<file path="src/rtl/msct_defines.vh">
// constants of the module standby control block
// Function
// - bit 7 of the second register runs the address break unit when 1, stands it by when 0, and resets to 1.
// - bit 6 stands the timer pulse unit by when cleared and resets to 0.
// - bit 5 holds the two-wire bus module in standby whenever it is 0.
// - bit 4 holds the second pwm module in standby while it is 0.
// - bit 3 holds the asynchronous event counter in standby while it is 0.
// - bit 2 asks for watchdog standby when cleared, subject to the interlock.
// - bit 1 holds the first pwm module in standby while it is 0.
// - bit 0 holds the lcd controller/driver in standby while it is 0.
// - writing 1 to a standby bit lets its module run normally.
// - the watchdog standby bit only acts while the watchdog running bit is 0.
// - clearing the watchdog bit while the watchdog runs reads back 0 but the watchdog keeps counting.
// - when the running bit later drops with the standby bit already 0, the watchdog enters standby.
// - a serial unit three channel in standby has all its registers forced to reset.
// - the two serial unit three channels are stood by from bits 6 and 5 of the first register when 0.
`ifndef MSCT_DEFINES_VH
`define MSCT_DEFINES_VH

// register indexes; byte address is four times the index
`define MSCT_CTL1_INDEX      16'hFFFA
`define MSCT_CTL2_INDEX      16'hFFFB
`define MSCT_CTL1_ADDR       {`MSCT_CTL1_INDEX, 2'b00}
`define MSCT_CTL2_ADDR       {`MSCT_CTL2_INDEX, 2'b00}

// bit positions in module_standby_control_two
`define MSCT_ADBRK_BIT       7
`define MSCT_PTMR_BIT        6
`define MSCT_TWI_BIT         5
`define MSCT_PWMB_BIT        4
`define MSCT_AEC_BIT         3
`define MSCT_WDT_BIT         2
`define MSCT_PWMA_BIT        1
`define MSCT_LCD_BIT         0

// bit positions in the first standby register
`define MSCT_SCI_CH1_BIT     6
`define MSCT_SCI_CH2_BIT     5

// reset values and implemented-bit mask
`define MSCT_CTL2_RST        8'h80
`define MSCT_CTL1_RST        8'h00
`define MSCT_CTL1_MASK       8'h60

// bus responses
`define MSCT_RESP_OKAY       2'h0
`define MSCT_RESP_SLVERR     2'h2

`endif

</file>
<file path="src/rtl/msct_top.v">
// module standby control registers with an axi4-lite slave
`timescale 1ns/100ps
`default_nettype none
`include "msct_defines.vh"

module msct_top #(
	parameter ADDR_W = 18                     // byte address width
) (
	input  wire              aclk,            // system clock, 10 MHz
	input  wire              aresetn,         // sync reset, active low
	input  wire [ADDR_W-1:0] s_axi_awaddr,    // write address
	input  wire [2:0]        s_axi_awprot,    // write protection, unused
	input  wire              s_axi_awvalid,   // write address valid
	output wire              s_axi_awready,   // write address ready
	input  wire [31:0]       s_axi_wdata,     // write data
	input  wire [3:0]        s_axi_wstrb,     // write byte strobes
	input  wire              s_axi_wvalid,    // write data valid
	output wire              s_axi_wready,    // write data ready
	output wire [1:0]        s_axi_bresp,     // write response
	output wire              s_axi_bvalid,    // write response valid
	input  wire              s_axi_bready,    // write response ready
	input  wire [ADDR_W-1:0] s_axi_araddr,    // read address
	input  wire [2:0]        s_axi_arprot,    // read protection, unused
	input  wire              s_axi_arvalid,   // read address valid
	output wire              s_axi_arready,   // read address ready
	output wire [31:0]       s_axi_rdata,     // read data
	output wire [1:0]        s_axi_rresp,     // read response
	output wire              s_axi_rvalid,    // read data valid
	input  wire              s_axi_rready,    // read data ready
	input  wire              watchdog_running, // watchdog enable, same clock
	output wire              addr_break_standby,   // address break stby
	output wire              pulse_timer_standby,  // timer pulse unit stby
	output wire              two_wire_standby,     // two-wire module stby
	output wire              pwm_b_standby,        // second pwm stby
	output wire              async_event_counter_standby, // event cnt stby
	output wire              watchdog_standby,     // watchdog stby
	output wire              pwm_a_standby,        // first pwm stby
	output wire              lcd_driver_standby,   // lcd driver stby
	output wire              serial_unit_three_ch1_standby, // ch1 stby
	output wire              serial_unit_three_ch2_standby, // ch2 stby
	output wire              serial_unit_three_ch1_reset,   // ch1 reset
	output wire              serial_unit_three_ch2_reset    // ch2 reset
);

	// write path: address and data are held apart and may come in
	// either order; once both are held the register is written on the
	// next edge and bvalid rises with it
	// read path: an address is taken while no answer waits, and the
	// data leave from a flop loaded on the same edge that takes the address
	// at most one read is in flight; a second write may be held while a write response waits
	// only byte lane 0 stores; a write with its lane 0 strobe clear
	// changes nothing but still answers okay
	// unmapped addresses answer slverr and leave both registers alone
	// protection bits and the upper data lanes are ignored on purpose
	// cells 0..7 mirror the bit positions of the second register,
	// cells 8 and 9 are the two serial channels of the first one
	// each cell is a flop, so a module sees a write one edge after the
	// register changes; this costs a cycle but keeps glitches off the
	// standby lines
	// a running watchdog keeps its cell awake; the written bit still
	// reads back and takes hold once the running bit drops
	// software cannot tell from the register whether the watchdog stopped
	// the watchdog running input comes from this clock, so no sync
	// a serial channel is held in reset for its whole standby stay,
	// trading a longer reset for never waking with stale state
	// after reset only the address break unit runs

	// register select codes
	localparam [1:0] SEL_NONE = 2'h0;
	localparam [1:0] SEL_CTL1 = 2'h1;
	localparam [1:0] SEL_CTL2 = 2'h2;

	// number of standby cells: eight in the second register, two serial
	localparam NCELL = 10;

	// reset images as vectors, so single bits can be picked out
	localparam [7:0] CTL1_RST = `MSCT_CTL1_RST;
	localparam [7:0] CTL2_RST = `MSCT_CTL2_RST;

	// reset run values per cell, cells 0..7 follow the second register
	localparam [NCELL-1:0] RUN_RST_ALL =
		{CTL1_RST[`MSCT_SCI_CH2_BIT],
		 CTL1_RST[`MSCT_SCI_CH1_BIT],
		 CTL2_RST};

	// address decode, shared by the write and read paths
	function [1:0] reg_sel;
		input [ADDR_W-1:0] addr;
		begin
			if (addr == `MSCT_CTL1_ADDR)
				reg_sel = SEL_CTL1;
			else if (addr == `MSCT_CTL2_ADDR)
				reg_sel = SEL_CTL2;
			else
				reg_sel = SEL_NONE;
		end
	endfunction

	// write channel state
	reg              aw_held_q;
	reg [ADDR_W-1:0] aw_addr_q;
	reg              w_held_q;
	reg [7:0]        w_data_q;
	reg              w_lane0_q;
	reg              bvalid_q;
	reg [1:0]        bresp_q;

	// read channel state
	reg              rvalid_q;
	reg [7:0]        rdata_q;
	reg [1:0]        rresp_q;

	// the two standby registers
	reg [7:0]        ctl1_q;
	reg [7:0]        ctl2_q;

	wire             aw_take;
	wire             w_take;
	wire             do_write;
	wire [1:0]       wr_sel;
	wire             ar_take;
	wire [1:0]       rd_sel;
	wire             wr_ctl1;
	wire             wr_ctl2;
	wire             wr_miss;

	// named fields of the second register
	wire addr_break_standby_n;
	wire pulse_timer_standby_n;
	wire two_wire_standby_n;
	wire pwm_b_standby_n;
	wire async_event_counter_standby_n;
	wire watchdog_standby_n;
	wire pwm_a_standby_n;
	wire lcd_driver_standby_n;

	// cell vectors
	wire [NCELL-1:0] run_vec;
	wire [NCELL-1:0] hold_vec;
	wire [NCELL-1:0] stby_vec;

	// address and data are each taken once, in either order
	assign s_axi_awready = ~aw_held_q;
	assign s_axi_wready  = ~w_held_q;
	assign aw_take       = s_axi_awvalid & ~aw_held_q;
	assign w_take        = s_axi_wvalid & ~w_held_q;

	// the write is carried out once both halves sit in the holding flops
	assign do_write = aw_held_q & w_held_q & ~bvalid_q;
	assign wr_sel   = reg_sel(aw_addr_q);

	// per-register write strobes; a miss still gets its response
	assign wr_ctl1  = do_write & (wr_sel == SEL_CTL1) & w_lane0_q;
	assign wr_ctl2  = do_write & (wr_sel == SEL_CTL2) & w_lane0_q;
	assign wr_miss  = (wr_sel == SEL_NONE);

	// address holding flop
	always @(posedge aclk)
	begin
		if (!aresetn)
		begin
			aw_held_q <= 1'b0;
			aw_addr_q <= {ADDR_W{1'b0}};
		end
		else if (aw_take)
		begin
			aw_held_q <= 1'b1;
			aw_addr_q <= s_axi_awaddr;
		end
		else if (do_write)
			aw_held_q <= 1'b0;
	end

	// data holding flop; only the low lane carries register bits
	always @(posedge aclk)
	begin
		if (!aresetn)
		begin
			w_held_q  <= 1'b0;
			w_data_q  <= 8'h00;
			w_lane0_q <= 1'b0;
		end
		else if (w_take)
		begin
			w_held_q  <= 1'b1;
			w_data_q  <= s_axi_wdata[7:0];
			w_lane0_q <= s_axi_wstrb[0];
		end
		else if (do_write)
			w_held_q <= 1'b0;
	end

	// write response; an unmapped address answers slverr and stores nothing
	always @(posedge aclk)
	begin
		if (!aresetn)
		begin
			bvalid_q <= 1'b0;
			bresp_q  <= `MSCT_RESP_OKAY;
		end
		else if (do_write)
		begin
			bvalid_q <= 1'b1;
			bresp_q  <= wr_miss ? `MSCT_RESP_SLVERR
			                                 : `MSCT_RESP_OKAY;
		end
		else if (s_axi_bready)
			bvalid_q <= 1'b0;
	end

	assign s_axi_bvalid = bvalid_q;
	assign s_axi_bresp  = bresp_q;

	// second register: every bit stores as written, 1 runs, 0 stands by
	always @(posedge aclk)
	begin
		if (!aresetn)
			ctl2_q <= `MSCT_CTL2_RST;
		else if (wr_ctl2)
			ctl2_q <= w_data_q;
	end

	// first register: only the two serial channel bits exist here,
	// the rest read as zero
	always @(posedge aclk)
	begin
		if (!aresetn)
			ctl1_q <= `MSCT_CTL1_RST;
		else if (wr_ctl1)
			ctl1_q <= w_data_q & `MSCT_CTL1_MASK;
	end

	// read channel: one read at a time, data come from a flop
	assign s_axi_arready = ~rvalid_q;
	assign ar_take       = s_axi_arvalid & ~rvalid_q;
	assign rd_sel        = reg_sel(s_axi_araddr);

	always @(posedge aclk)
	begin
		if (!aresetn)
		begin
			rvalid_q <= 1'b0;
			rdata_q  <= 8'h00;
			rresp_q  <= `MSCT_RESP_OKAY;
		end
		else if (ar_take)
		begin
			rvalid_q <= 1'b1;
			case (rd_sel)
				SEL_CTL1:
				begin
					rdata_q <= ctl1_q;
					rresp_q <= `MSCT_RESP_OKAY;
				end
				SEL_CTL2:
				begin
					// the watchdog bit shows what was written, not
					// whether the watchdog really stopped
					rdata_q <= ctl2_q;
					rresp_q <= `MSCT_RESP_OKAY;
				end
				default:
				begin
					rdata_q <= 8'h00;
					rresp_q <= `MSCT_RESP_SLVERR;
				end
			endcase
		end
		else if (s_axi_rready)
			rvalid_q <= 1'b0;
	end

	assign s_axi_rvalid = rvalid_q;
	assign s_axi_rdata  = {24'h000000, rdata_q};
	assign s_axi_rresp  = rresp_q;

	// field view of the second register
	assign addr_break_standby_n          = ctl2_q[`MSCT_ADBRK_BIT];
	assign pulse_timer_standby_n         = ctl2_q[`MSCT_PTMR_BIT];
	assign two_wire_standby_n            = ctl2_q[`MSCT_TWI_BIT];
	assign pwm_b_standby_n               = ctl2_q[`MSCT_PWMB_BIT];
	assign async_event_counter_standby_n = ctl2_q[`MSCT_AEC_BIT];
	assign watchdog_standby_n            = ctl2_q[`MSCT_WDT_BIT];
	assign pwm_a_standby_n               = ctl2_q[`MSCT_PWMA_BIT];
	assign lcd_driver_standby_n          = ctl2_q[`MSCT_LCD_BIT];

	// run bits in cell order, serial channels on top
	assign run_vec[`MSCT_ADBRK_BIT] = addr_break_standby_n;
	assign run_vec[`MSCT_PTMR_BIT]  = pulse_timer_standby_n;
	assign run_vec[`MSCT_TWI_BIT]   = two_wire_standby_n;
	assign run_vec[`MSCT_PWMB_BIT]  = pwm_b_standby_n;
	assign run_vec[`MSCT_AEC_BIT]   = async_event_counter_standby_n;
	assign run_vec[`MSCT_WDT_BIT]   = watchdog_standby_n;
	assign run_vec[`MSCT_PWMA_BIT]  = pwm_a_standby_n;
	assign run_vec[`MSCT_LCD_BIT]   = lcd_driver_standby_n;
	assign run_vec[8] = ctl1_q[`MSCT_SCI_CH1_BIT];
	assign run_vec[9] = ctl1_q[`MSCT_SCI_CH2_BIT];

	// a running watchdog cannot be stopped from here; once software
	// drops its running bit, a pending 0 takes effect on the next edge
	assign hold_vec = {{(NCELL-`MSCT_WDT_BIT-1){1'b0}},
	                   watchdog_running,
	                   {`MSCT_WDT_BIT{1'b0}}};

	// one registered standby output per peripheral
	genvar gi;
	generate
		for (gi = 0; gi < NCELL; gi = gi + 1)
		begin : g_cell
			msct_stby_cell #(
				.RUN_RST (RUN_RST_ALL[gi])
			) u_cell (
				.aclk     (aclk),
				.aresetn  (aresetn),
				.run_bit  (run_vec[gi]),
				.hold_run (hold_vec[gi]),
				.standby  (stby_vec[gi])
			);
		end
	endgenerate

	// standby outputs to the peripherals
	assign addr_break_standby          = stby_vec[`MSCT_ADBRK_BIT];
	assign pulse_timer_standby         = stby_vec[`MSCT_PTMR_BIT];
	assign two_wire_standby            = stby_vec[`MSCT_TWI_BIT];
	assign pwm_b_standby               = stby_vec[`MSCT_PWMB_BIT];
	assign async_event_counter_standby = stby_vec[`MSCT_AEC_BIT];
	assign watchdog_standby            = stby_vec[`MSCT_WDT_BIT];
	assign pwm_a_standby               = stby_vec[`MSCT_PWMA_BIT];
	assign lcd_driver_standby          = stby_vec[`MSCT_LCD_BIT];
	assign serial_unit_three_ch1_standby = stby_vec[8];
	assign serial_unit_three_ch2_standby = stby_vec[9];

	// a serial channel in standby is held in reset for its whole stay,
	// so it always wakes with every register at its reset value
	assign serial_unit_three_ch1_reset = stby_vec[8];
	assign serial_unit_three_ch2_reset = stby_vec[9];

endmodule

`default_nettype wire

</file>
<file path="src/rtl/msct_stby_cell.v">
// registered standby output for one peripheral
`timescale 1ns/100ps
`default_nettype none

module msct_stby_cell #(
	parameter RUN_RST = 1'b0          // reset value of the run bit
) (
	input  wire aclk,                 // system clock
	input  wire aresetn,              // synchronous reset, active low
	input  wire run_bit,              // register bit, 1 runs the module
	input  wire hold_run,             // forces run regardless of the bit
	output wire standby               // 1 holds the module in standby
);

	reg standby_q;
	wire standby_d;

	// standby only when the bit is 0 and nothing holds the module running
	assign standby_d = ~run_bit & ~hold_run;

	// one flop so the output follows the run bit and hold_run one edge late
	always @(posedge aclk)
	begin
		if (!aresetn)
			standby_q <= ~RUN_RST;
		else
			standby_q <= standby_d;
	end

	assign standby = standby_q;

endmodule

`default_nettype wire

</file>
<file path="config.mk">
export PLATFORM = sky130hd
export DESIGN_NAME = msct_top
export DESIGN_NICKNAME = d
export VERILOG_FILES = /design/src/rtl/msct_top.v /design/src/rtl/msct_stby_cell.v
export VERILOG_INCLUDE_DIRS = /design/src /design/src/rtl
export SDC_FILE = /design/constraint.sdc
export NUM_CORES = 1
export LEC_CHECK = 0
export BUFFER_PORTS_ARGS = -buffer_cell sky130_fd_sc_hd__buf_4
export CORE_ASPECT_RATIO = 1.75
export CORE_UTILIZATION = 35
export CTS_CLUSTER_SIZE = 10
export DETAILED_ROUTE_END_ITERATION = 7
export PLACE_DENSITY = 0.66
export SYNTH_ARGS = -nofsm -noshare
export SYNTH_HDL_FRONTEND = slang
export SYNTH_SLANG_ARGS = --single-unit
</file>
<file path="constraint.sdc">
create_clock -name aclk -period 1.95 [get_ports aclk]
set_clock_uncertainty 0.1 [all_clocks]
set_input_delay 0.39 -clock aclk [delete_from_list [all_inputs] [get_ports aclk]]
set_output_delay 0.39 -clock aclk [all_outputs]
set_load 0.01 [all_outputs]
</file>
==> impl_metrics.yaml, run 1 <==
clock_tree:
  clkTransAtPathRegs_ns: 0.05
  clkLatencyLatePin_ns: 0.32
  ctsHoldBuffers: 0
  cts_root_buf: "clkbuf_16"
  postCtsResizedCells: 0
  cts_max_level: 3
  cts_tree: "built"
  cts_inserted_buffers: 9
  post-cts-setup-buffer-count: 0
  cts.sinks: 61
  cts_buffer_depth: 2
run_status:
  status: "finished clean"
die:
  die_w_um: 65.6
  row_count: 40
  core_um2: 6860
  ioPinCount: 139
  die-area_um2: 7440
  start_util: 0.362
  die_h_um: 113
final_layout:
  final_area_um2: 3340
  fillCellCount: 675
  syn_to_final_growth_pct: 34.6
  utilization: 0.487
  drive_gt1_frac: 0.279
  nets: 439
  n_antenna_cell: 0
timing:
  setup_tns_ns: 0
  setup_ws_ns: 0.300
  fin_crit_ns: 1.65
  rsz0062_at_grt: "false"
  setup_viol: 0
  slew_headroom: 0.610
  slew_viol_final: 0
  fmax_mhz: 606
  tightest_slew_ns: 0.583
  min_period_over_period: 0.846
  hold_viol_final: 0
place:
  gp_congestion: 0.724
  pre_cts_ws_ns: 0.153
  io_buffers: 79
  placed_area_um2: 3010
  dp_hpwl_um: 3700
setup_path:
  reg2reg_to: "ctl2_q[7]$_SDFFE_PN1P_"
  crit_path_start_kind: "flip-flop"
  end_kind: "flip-flop"
  worstSetupPathType: "reg -> reg"
  critPathArrivalTime_ns: 1.76
  rrSetupSlack_ns: 0.30
  crit_fanout: 8
  crit_chain: "nand3b_4, nor4_4, nand4_4, mux2i_1"
  reg2reg_from: "aw_held_q$_SDFFE_PN0P_"
  required_ns: 2.06
  slowest_stage: "dfxtp_1"
  cp_slowest_stage_delay_ns: 0.42
  reg2reg_depth: 4
grt:
  grt_pass1_vias: 1858
  gr-total-overflow: 0
  met3_usage: 0.0302
  grt_max_degree: 28
  antenna_found_initial: 0
  met2_usage: 0.259
  grtUsageTotal: 0.147
  busiest_layer: "met2"
  grt_pass1_wl_um: 8190
  grt_use_met1: 0.143
worst_hold_path:
  hp-class: "in -> reg"
  holdCritStartpoint: "watchdog_running"
  hold_depth: 2
  worstHoldEndpoint: "g_cell[2].u_cell.standby$_SDFF_PN1_"
drt:
  drtAntennaViolNets: 0
  vias_per_cell: 4.42
  wire_per_inst_um: 11.0
  finalWirelength_um: 4880
  dr_total_vias: 1953
  drc: 0
  drt_iter0_markers: 66
  drtPass1Iterations: 4
synth:
  synth_area_um2: 2480
  avgSynthCellArea_um2: 8.99
  ys.warnings.count: 0
  synthCells: 276
  synth_cell_type_count: 28
  synth-seq-cells: 61
  seq_area_frac_synth: 0.492
run:
  cap_viol_max_count: 0
pwr:
  ir_drop_v: 0.000611
  p_per_area_nw_per_um2: 979
  power.total_w: 0.00327
  p_leak_nw: 1.54
## cell usage after synthesis
| cell | instances | area (µm²) |
|---|---|---|
| nand2_1 | 89 | 334 |
| o211a_1 | 1 | 10.0 |
| and2b_2 | 1 | 8.76 |
| clkbuf_1 | 4 | 15.0 |
| nor2_1 | 5 | 18.8 |
| nand4_4 | 1 | 21.3 |
| nand2b_1 | 1 | 6.26 |
| a21boi_0 | 28 | 210 |
| nor4_1 | 1 | 6.26 |
| buf_6 | 2 | 22.5 |
| dfxtp_1 | 61 | 1220 |
| buf_2 | 5 | 25.0 |
| inv_1 | 4 | 15.0 |
| buf_4 | 28 | 210 |
| nand3_1 | 2 | 10.0 |
| nor2b_1 | 2 | 12.5 |
| o21ai_0 | 11 | 55.1 |
| mux2i_1 | 12 | 120 |
| nand4bb_1 | 2 | 22.5 |
| conb_1 | 1 | 3.75 |
| nor4_4 | 1 | 21.3 |
| a21oi_1 | 2 | 10.0 |
| nand4b_1 | 4 | 35.0 |
| buf_1 | 1 | 3.75 |
| nand4_1 | 2 | 12.5 |
| and3_1 | 1 | 6.26 |
| nand3b_4 | 1 | 20.0 |
| and2b_1 | 3 | 22.5 |
## registers in the layout, summed over array words and instances, names as in the netlist
signal	count
aw_addr_q	18
g_cell.u_cell.standby	10
ctl2_q	8
rdata_q	8
w_data_q	8
ctl1_q	2
aw_held_q	1
s_axi_bresp	1
s_axi_bvalid	1
s_axi_rresp	1
s_axi_rvalid	1
w_held_q	1
w_lane0_q	1
## cells in the final DEF, fill, tap and decap left out, drive strengths merged, types with 2 or more instances in the layout
| cell type | instances |
|---|---|
| a21boi | 28 |
| a21oi | 2 |
| and2b | 4 |
| buf | 81 |
| bufinv | 2 |
| clkbuf | 12 |
| clkinv | 2 |
| conb | 26 |
| dfxtp | 61 |
| inv | 4 |
| mux2i | 12 |
| nand2 | 89 |
| nand3 | 2 |
| nand4 | 3 |
| nand4b | 4 |
| nand4bb | 2 |
| nor2 | 5 |
| nor2b | 2 |
| nor4 | 2 |
| o21ai | 11 |
## layer usage
layer,vias to the layer above,wire (µm),share of wire
met5,-,0,0
met3,16,215,0.044
met2,67,2620,0.54
met4,0,189,0.039
li1,1001,-,-
met1,869,1850,0.38
## critical path: cells and delay by family (launching register included)
family	cells	cell delay, ns
and+or+nand+nor	3	0.83
DFF	1	0.42
muxes	1	0.18
## through the flow
| stage | hold slack, ns | instances |
|---|---|---|
| 6_report | 0.142 | 442 |
| 5_1_grt | 0.174 | 442 |
| 4_1_cts | 0.137 | 442 |
| 3_5_place_dp | 0.291 | 426 |
| 3_3_place_gp | 0.287 | 426 |
| 2_1_floorplan | 0.277 | 301 |
## area by class of cell
cell class,count,area [µm²],share of cell area
Clock buffer,12,256,0.0769
Clock inverter,4,70.1,0.0210
Inverter,4,15.0,0.00450
Multi-Input combinational cell,196,1060,0.318
Sequential cell,61,1220,0.366
Tap cell,84,105,0.0315
Timing Repair Buffer,81,608,0.182
## power by group
part	internal, W	switching [W]	total (W)
Sequential	0.00129	0.0000267	0.00132
Clock	0.00118	0.000517	0.00170
Combinational	0.000126	0.000124	0.000250
Total	0.00260	0.000668	0.00327
## logic make-up after synthesis
kind of cell	synth area share
buffers and inverters	0.118
other	0.00151
and+or+nand+nor	0.225
AOI/OAI and AO/OA	0.115
muxes	0.0484
DFF	0.492
## how the worst max path moves through the flow
stage | start | endpoint | cells after the start
after floorplan | s_axi_bvalid$_SDFFE_PN0P_ | ctl2_q[0]$_SDFFE_PN0P_ | 4
after global placement | s_axi_araddr[1] | rdata_q[7]$_SDFFE_PN0P_ | 5
after detailed placement | s_axi_araddr[1] | rdata_q[2]$_SDFFE_PN0P_ | 5
after CTS | aw_held_q$_SDFFE_PN0P_ | ctl2_q[7]$_SDFFE_PN1P_ | 4
after global routing | aw_held_q$_SDFFE_PN0P_ | ctl2_q[4]$_SDFFE_PN0P_ | 4
final | aw_held_q$_SDFFE_PN0P_ | ctl2_q[7]$_SDFFE_PN1P_ | 4
Note: power is estimated with default switching activity, not from simulation.
==> run 2, diff against run 1 <==
--- a/config.mk
+++ b/config.mk
@@ -6,12 +6,13 @@
 export SDC_FILE = /design/constraint.sdc
 export NUM_CORES = 1
 export LEC_CHECK = 0
+export ABC_AREA = 1
 export BUFFER_PORTS_ARGS = -buffer_cell sky130_fd_sc_hd__buf_4
 export CORE_ASPECT_RATIO = 1.75
 export CORE_UTILIZATION = 35
 export CTS_CLUSTER_SIZE = 10
 export DETAILED_ROUTE_END_ITERATION = 7
-export PLACE_DENSITY = 0.66
+export PLACE_DENSITY = 0.68
 export SYNTH_ARGS = -nofsm -noshare
 export SYNTH_HDL_FRONTEND = slang
 export SYNTH_SLANG_ARGS = --single-unit
==> constraint.sdc (replaced) <==
create_clock -name aclk -period 1.4 [get_ports aclk]
set_clock_uncertainty 0.1 [all_clocks]
set_input_delay 0.28 -clock aclk [delete_from_list [all_inputs] [get_ports aclk]]
set_output_delay 0.28 -clock aclk [all_outputs]
set_load 0.01 [all_outputs]
==> impl_metrics.yaml, run 2 <==
setup_path:
  reg2reg_depth: 8
  crit_fanout: 8
  worstSetupPathType: "reg -> reg"
  end_kind: "flip-flop"
  required_ns: 1.51
  crit_path_start_kind: "flip-flop"
  critPathArrivalTime_ns: 1.46
  reg2reg_from: "aw_addr_q[4]$_SDFFE_PN0P_"
  reg2reg_to: "ctl2_q[2]$_SDFFE_PN0P_"
  rrSetupSlack_ns: 0.06
timing:
  setup_tns_ns: 0
  slew_viol_final: 0
  fmax_mhz: 745
  fin_hold_ws_ns: 0.0414
  min_period_over_period: 0.959
  rsz0062_at_grt: "true"
  fin_crit_ns: 1.34
  hold_viol_final: 0
  setup_ws_ns: 0.0578
  setup_viol: 0
synth:
  synth_cell_type_count: 23
  synth_top_family_by_area: "simple AND/OR/NAND/NOR gates"
  synth_compound_gate_area_share: 0.100
  synth.most_common_cell: "nor2_1"
  ys_top_cells_by_count: "71 x nor2_1, 61 x dfxtp_1, 56 x nand2_1"
  ys.flop_type: "dfxtp_1"
  synth_area_um2: 2560
  synth_mux_area_frac: 0
  synth-seq-cells: 61
  synthCells: 349
  ys.warnings.count: 0
  synth_edf_count: 0
  synthSimpleGateAreaFrac: 0.260
  async_flop_share: 0
  avgSynthCellArea_um2: 7.35
  synth_xor_area_frac: 0
  synth_top_area_cell: "dfxtp_1"
  synth_adder_area_share: 0
  synth.area.top_cells: "dfxtp_1 48%, nor2_1 10%, buf_4 8.5%"
  seq_area_frac_synth: 0.476
  synth.top_cell.area_share: 0.476
worst_hold_path:
  hold_depth: 2
  hp-class: "in -> reg"
  worstHoldEndpoint: "s_axi_bvalid$_SDFFE_PN0P_"
  holdCritStartpoint: "s_axi_bready"
clock_tree:
  cts_max_level: 3
  cts.sinks: 61
  cts_root_buf: "clkbuf_16"
  clkLatencyLatePin_ns: 0.32
  ctsHoldBuffers: 0
  cts_buffer_depth: 2
  cts_inserted_buffers: 9
  clkTransAtPathRegs_ns: 0.05
  cts_tree: "built"
final_layout:
  final_cell_mix: "90 x buf_4, 69 x nor2_1, 57 x dfxtp_1"
  top_register: "aw_addr_q"
  seqCellArea_um2: 1230
  syn_to_final_growth_pct: 38.1
  largest_reg_flops: 18
  final_area_um2: 3540
  layout_commonest_cell: "buf_4"
  multi_input_area_um2: 1080
  nets: 523
  drive_gt1_frac: 0.299
  utilization: 0.497
  fillCellCount: 732
  n_antenna_cell: 0
grt:
  grt_pass1_wl_um: 8450
  grt_max_degree: 25
  antenna_found_initial: 0
  grt_pass1_vias: 2048
  gr-total-overflow: 0
  grtUsageTotal: 0.147
die:
  die_w_um: 66.7
  die_h_um: 115
  die-area_um2: 7690
  start_util: 0.360
  row_count: 41
  ioPinCount: 139
  core_um2: 7130
drt:
  drtAntennaViolNets: 0
  drc: 0
  finalWirelength_um: 5480
  dr_total_vias: 2296
  wire_per_inst_um: 10.4
  drt_iter0_markers: 94
  vias_per_cell: 4.35
  drtPass1Iterations: 5
place:
  io_buffers: 79
  dp_hpwl_um: 3980
  placed_area_um2: 3170
  pre_cts_ws_ns: 0.0579
  gp_congestion: 0.791
run:
  cap_viol_max_count: 0
pwr:
  p_per_area_nw_per_um2: 1200
  p_leak_nw: 1.70
  ir_drop_v: 0.000687
run_status:
  status: "finished clean"
[run 2: changes by cell type in the layout (fill, tap and decap cells not counted), moves of 9 or more]
cell and delta:
nor2_1 +64, nand2_1 -39, inv_1 +31, a21boi_0 -28
o21ai_0 +19, a21oi_1 +15, mux2i_1 -12, nand3_1 +12
buf_4 +9, nand2_2 +9
[run 2: worst max path at each step]
stage / start / end / slack [ns] / depth (start not counted)
2_1_floorplan: s_axi_bvalid$_SDFFE_PN0P_ / ctl2_q[5]$_SDFFE_PN0P_ / 0.06 / 9
3_3_place_gp: s_axi_bvalid$_SDFFE_PN0P_ / ctl2_q[6]$_SDFFE_PN0P_ / 0.07 / 8
3_5_place_dp: s_axi_bvalid$_SDFFE_PN0P_ / ctl2_q[4]$_SDFFE_PN0P_ / 0.06 / 8
4_1_cts: s_axi_bvalid$_SDFFE_PN0P_ / ctl2_q[2]$_SDFFE_PN0P_ / 0.04 / 9
5_1_grt: aw_addr_q[4]$_SDFFE_PN0P_ / ctl2_q[6]$_SDFFE_PN0P_ / -0.06 / 9
6_report: aw_addr_q[4]$_SDFFE_PN0P_ / ctl2_q[2]$_SDFFE_PN0P_ / 0.06 / 8
[run 2: critical path: stages (launching register included)]
cell     delay [ns]
dfxtp_1        0.29
inv_1          0.08
nand2_2        0.07
nor2_2         0.10
nand3_2        0.10
nor2_4         0.21
nand2_4        0.12
nor2_1         0.11
nor2_1         0.05
[run 2: repair_timing]
action                                  in CTS  in global routing
endpoints found under the setup margin       0                 10
setup buffers                                0                  5
resized for setup                            0                 20
[run 2: per-stage QoR]
stage / total power, W / instances
4_1_cts: 0.00427 / 522
6_report: 0.00424 / 528
5_1_grt: 0.00442 / 528
3_5_place_dp: 0.00232 / 506
3_3_place_gp: 0.00231 / 506
2_1_floorplan: 0.00216 / 374
[run 2: cells by family (layout without fill, tap and decap cells)]
logic type	Yosys count	count (layout)
DFF	61	61
and+or+nand+nor	158	159
AOI/OAI and AO/OA	50	50
buffers and inverters	79	146
other	1	26
[run 2: layer usage]
| metal | global-route usage | part of all wire | vias up | routed length [µm] |
|---|---|---|---|---|
| met3 | 0.0556 | 0.085 | 7 | 463 |
| li1 | - | - | 1212 | - |
| met5 | 0 | 0 | - | 0 |
| met2 | 0.267 | 0.52 | 87 | 2870 |
| met4 | 0.0723 | 0.016 | 0 | 87 |
| met1 | 0.140 | 0.38 | 990 | 2060 |
[run 2: cell type report]
| type | count | share of cell area |
|---|---|---|
| tap | 86 | 0.0304 |
| timing repair buffer | 92 | 0.202 |
| multi-input combinational | 235 | 0.305 |
| sequential | 61 | 0.346 |
| clock inverter | 6 | 0.0113 |
| inverter | 38 | 0.0403 |
| clock buffer | 10 | 0.0646 |
[run 2: power breakdown]
group	switching, W	internal, W	leakage, nW	total (W)
registers	0.0000427	0.00182	0.501	0.00187
logic	0.000228	0.000206	1.06	0.000434
clock network	0.000754	0.00119	0.132	0.00194
==> run 3, diff against run 2 <==
--- a/config.mk
+++ b/config.mk
@@ -8,7 +8,7 @@
 export LEC_CHECK = 0
 export ABC_AREA = 1
 export BUFFER_PORTS_ARGS = -buffer_cell sky130_fd_sc_hd__buf_4
-export CORE_ASPECT_RATIO = 1.75
+export CORE_ASPECT_RATIO = 0.7
 export CORE_UTILIZATION = 35
 export CTS_CLUSTER_SIZE = 10
 export DETAILED_ROUTE_END_ITERATION = 7
==> impl_metrics.yaml, run 3 (synthesis gave the netlist of run 2 again) <==
grt:
  grt_pass1_wl_um: 9320
  grt_use_met1: 0.184
  grtUsageTotal: 0.156
  grt_pass1_vias: 2150
  antenna_found_initial: 0
  met3_usage: 0.0586
  busiest_layer: "met2"
  grt_max_degree: 25
  met2_usage: 0.263
  gr-total-overflow: 0
die:
  start_util: 0.371
  die_w_um: 104
  die-area_um2: 7680
  core_um2: 6910
  row_count: 25
  ioPinCount: 139
  die_h_um: 73.6
final_layout:
  drive_gt1_frac: 0.333
  utilization: 0.513
  top_register: "aw_addr_q"
  n_antenna_cell: 0
  layout_commonest_cell: "buf_4"
  syn_to_final_growth_pct: 38.3
  largest_reg_flops: 18
  final_cell_mix: "88 x buf_4, 64 x nor2_1, 52 x dfxtp_1"
  nets: 522
timing:
  min_period_over_period: 0.963
  setup_viol: 0
  setup_tns_ns: 0
  hold_viol_final: 0
  fin_crit_ns: 1.35
  slew_viol_final: 0
  rsz0062_at_grt: "true"
  fmax_mhz: 741
  fin_hold_ws_ns: 0.0212
setup_path:
  slowest_stage: "dfxtp_1"
  crit_fanout: 8
  cp_common_cell: "nand2_1"
  crit_chain: "inv_2, nand2_1, nor2_2, nand3_2, nor2_4, nand2_4, nand2_1, nand2_1, nor2_1"
  cp_num_buf_inv: 1
  required_ns: 1.58
  end_kind: "flip-flop"
  crit_path_start_kind: "flip-flop"
  cp_slowest_stage_delay_ns: 0.31
  crit_family: "simple AND/OR/NAND/NOR gates"
  critPathArrivalTime_ns: 1.53
  worstSetupPathType: "reg -> reg"
drt:
  drtAntennaViolNets: 0
  dr_total_vias: 2337
  drtPass1Iterations: 4
  wire_per_inst_um: 10.9
  finalWirelength_um: 5840
  drt_iter0_markers: 134
  vias_per_cell: 4.37
  drc: 0
worst_hold_path:
  hp-class: "in -> reg"
clock_tree:
  cts_inserted_buffers: 9
  clkTransAtPathRegs_ns: 0.07
  cts_tree: "built"
  cts_max_level: 3
  clkLatencyLatePin_ns: 0.33
  cts.sinks: 61
  ctsHoldBuffers: 0
  cts_root_buf: "clkbuf_8"
  cts_buffer_depth: 2
pwr:
  combPwrFrac: 0.107
  p_leak_nw: 1.67
  switching_share: 0.232
  ir_drop_v: 0.000703
  intPower_w: 0.00321
  seq_power_share: 0.447
  power_frac_clock: 0.446
  power_switching_w: 0.000972
  p_per_area_nw_per_um2: 1180
  power.total_w: 0.00418
place:
  io_buffers: 79
  gp_congestion: 0.808
  dp_hpwl_um: 4210
run_status:
  status: "finished clean"
run:
  cap_viol_max_count: 0
[run 3: cell types whose count changed in the layout (fill, tap and decap cells not counted), sizes merged]
cell / before / now
clkinv: 6 / 3
clkinvlp: 1 / 3
inv: 37 / 36
bufinv: 0 / 3
buf: 92 / 90
[run 3: area by class of cell]
class,instances,area [µm²]
repair inverters,1,7.51
well taps,94,118
repair buffers,90,701
multi-input cells,235,1100
clock buffers,10,128
flip-flops and latches,61,1230
fillers,651,3370
clock inverters,6,111
inverters,38,146
[run 3: power by group through the flow]
| stage | Clock, W | Sequential (W) | Combinational [W] |
|---|---|---|---|
| after floorplan | 0 | 0.00189 | 0.000268 |
| after global placement | 0 | 0.00189 | 0.000416 |
| after detailed placement | 0 | 0.00190 | 0.000425 |
| after CTS | 0.00190 | 0.00186 | 0.000428 |
| after global routing | 0.00199 | 0.00188 | 0.000501 |
| final | 0.00187 | 0.00187 | 0.000448 |
[run 3: what timing repair did]
| item | 4_1_cts | 5_1_grt |
|---|---|---|
| setup endpoints to repair | 3 | 16 |
| gates cloned | 0 | 2 |
| pin swaps | 0 | 7 |
| setup buffers | 0 | 3 |
| resized for setup | 1 | 37 |
[run 3: final timing paths]
kind | start | endpoint | slack, ns | depth (start not counted)
worst max-delay path | aw_addr_q[1]$_SDFFE_PN0P_ | ctl2_q[1]$_SDFFE_PN0P_ | 0.05 | 9
worst max register to register | aw_addr_q[1]$_SDFFE_PN0P_ | ctl2_q[1]$_SDFFE_PN0P_ | 0.05 | 9
worst min-delay path | watchdog_running | g_cell[2].u_cell.standby$_SDFF_PN1_ | 0.02 | 2
worst min register to register | ctl2_q[0]$_SDFFE_PN0P_ | g_cell[0].u_cell.standby$_SDFF_PN1_ | 0.30 | 1
[run 3: metal layers]
| layer | share of wire | routed length, µm |
|---|---|---|
| met4 | 0.011 | 63 |
| met3 | 0.063 | 368 |
| met1 | 0.47 | 2740 |
| met5 | 0 | 0 |
| met2 | 0.46 | 2670 |
[run 3: metrics by stage]
stage	area [µm²]	std cells	setup slack, ns
after floorplan	2660	374	0.0565
after global placement	3180	514	-0.0370
after detailed placement	3180	514	-0.126
after CTS	3420	530	0.0296
after global routing	3550	535	-0.0699
final	3550	535	0.0513
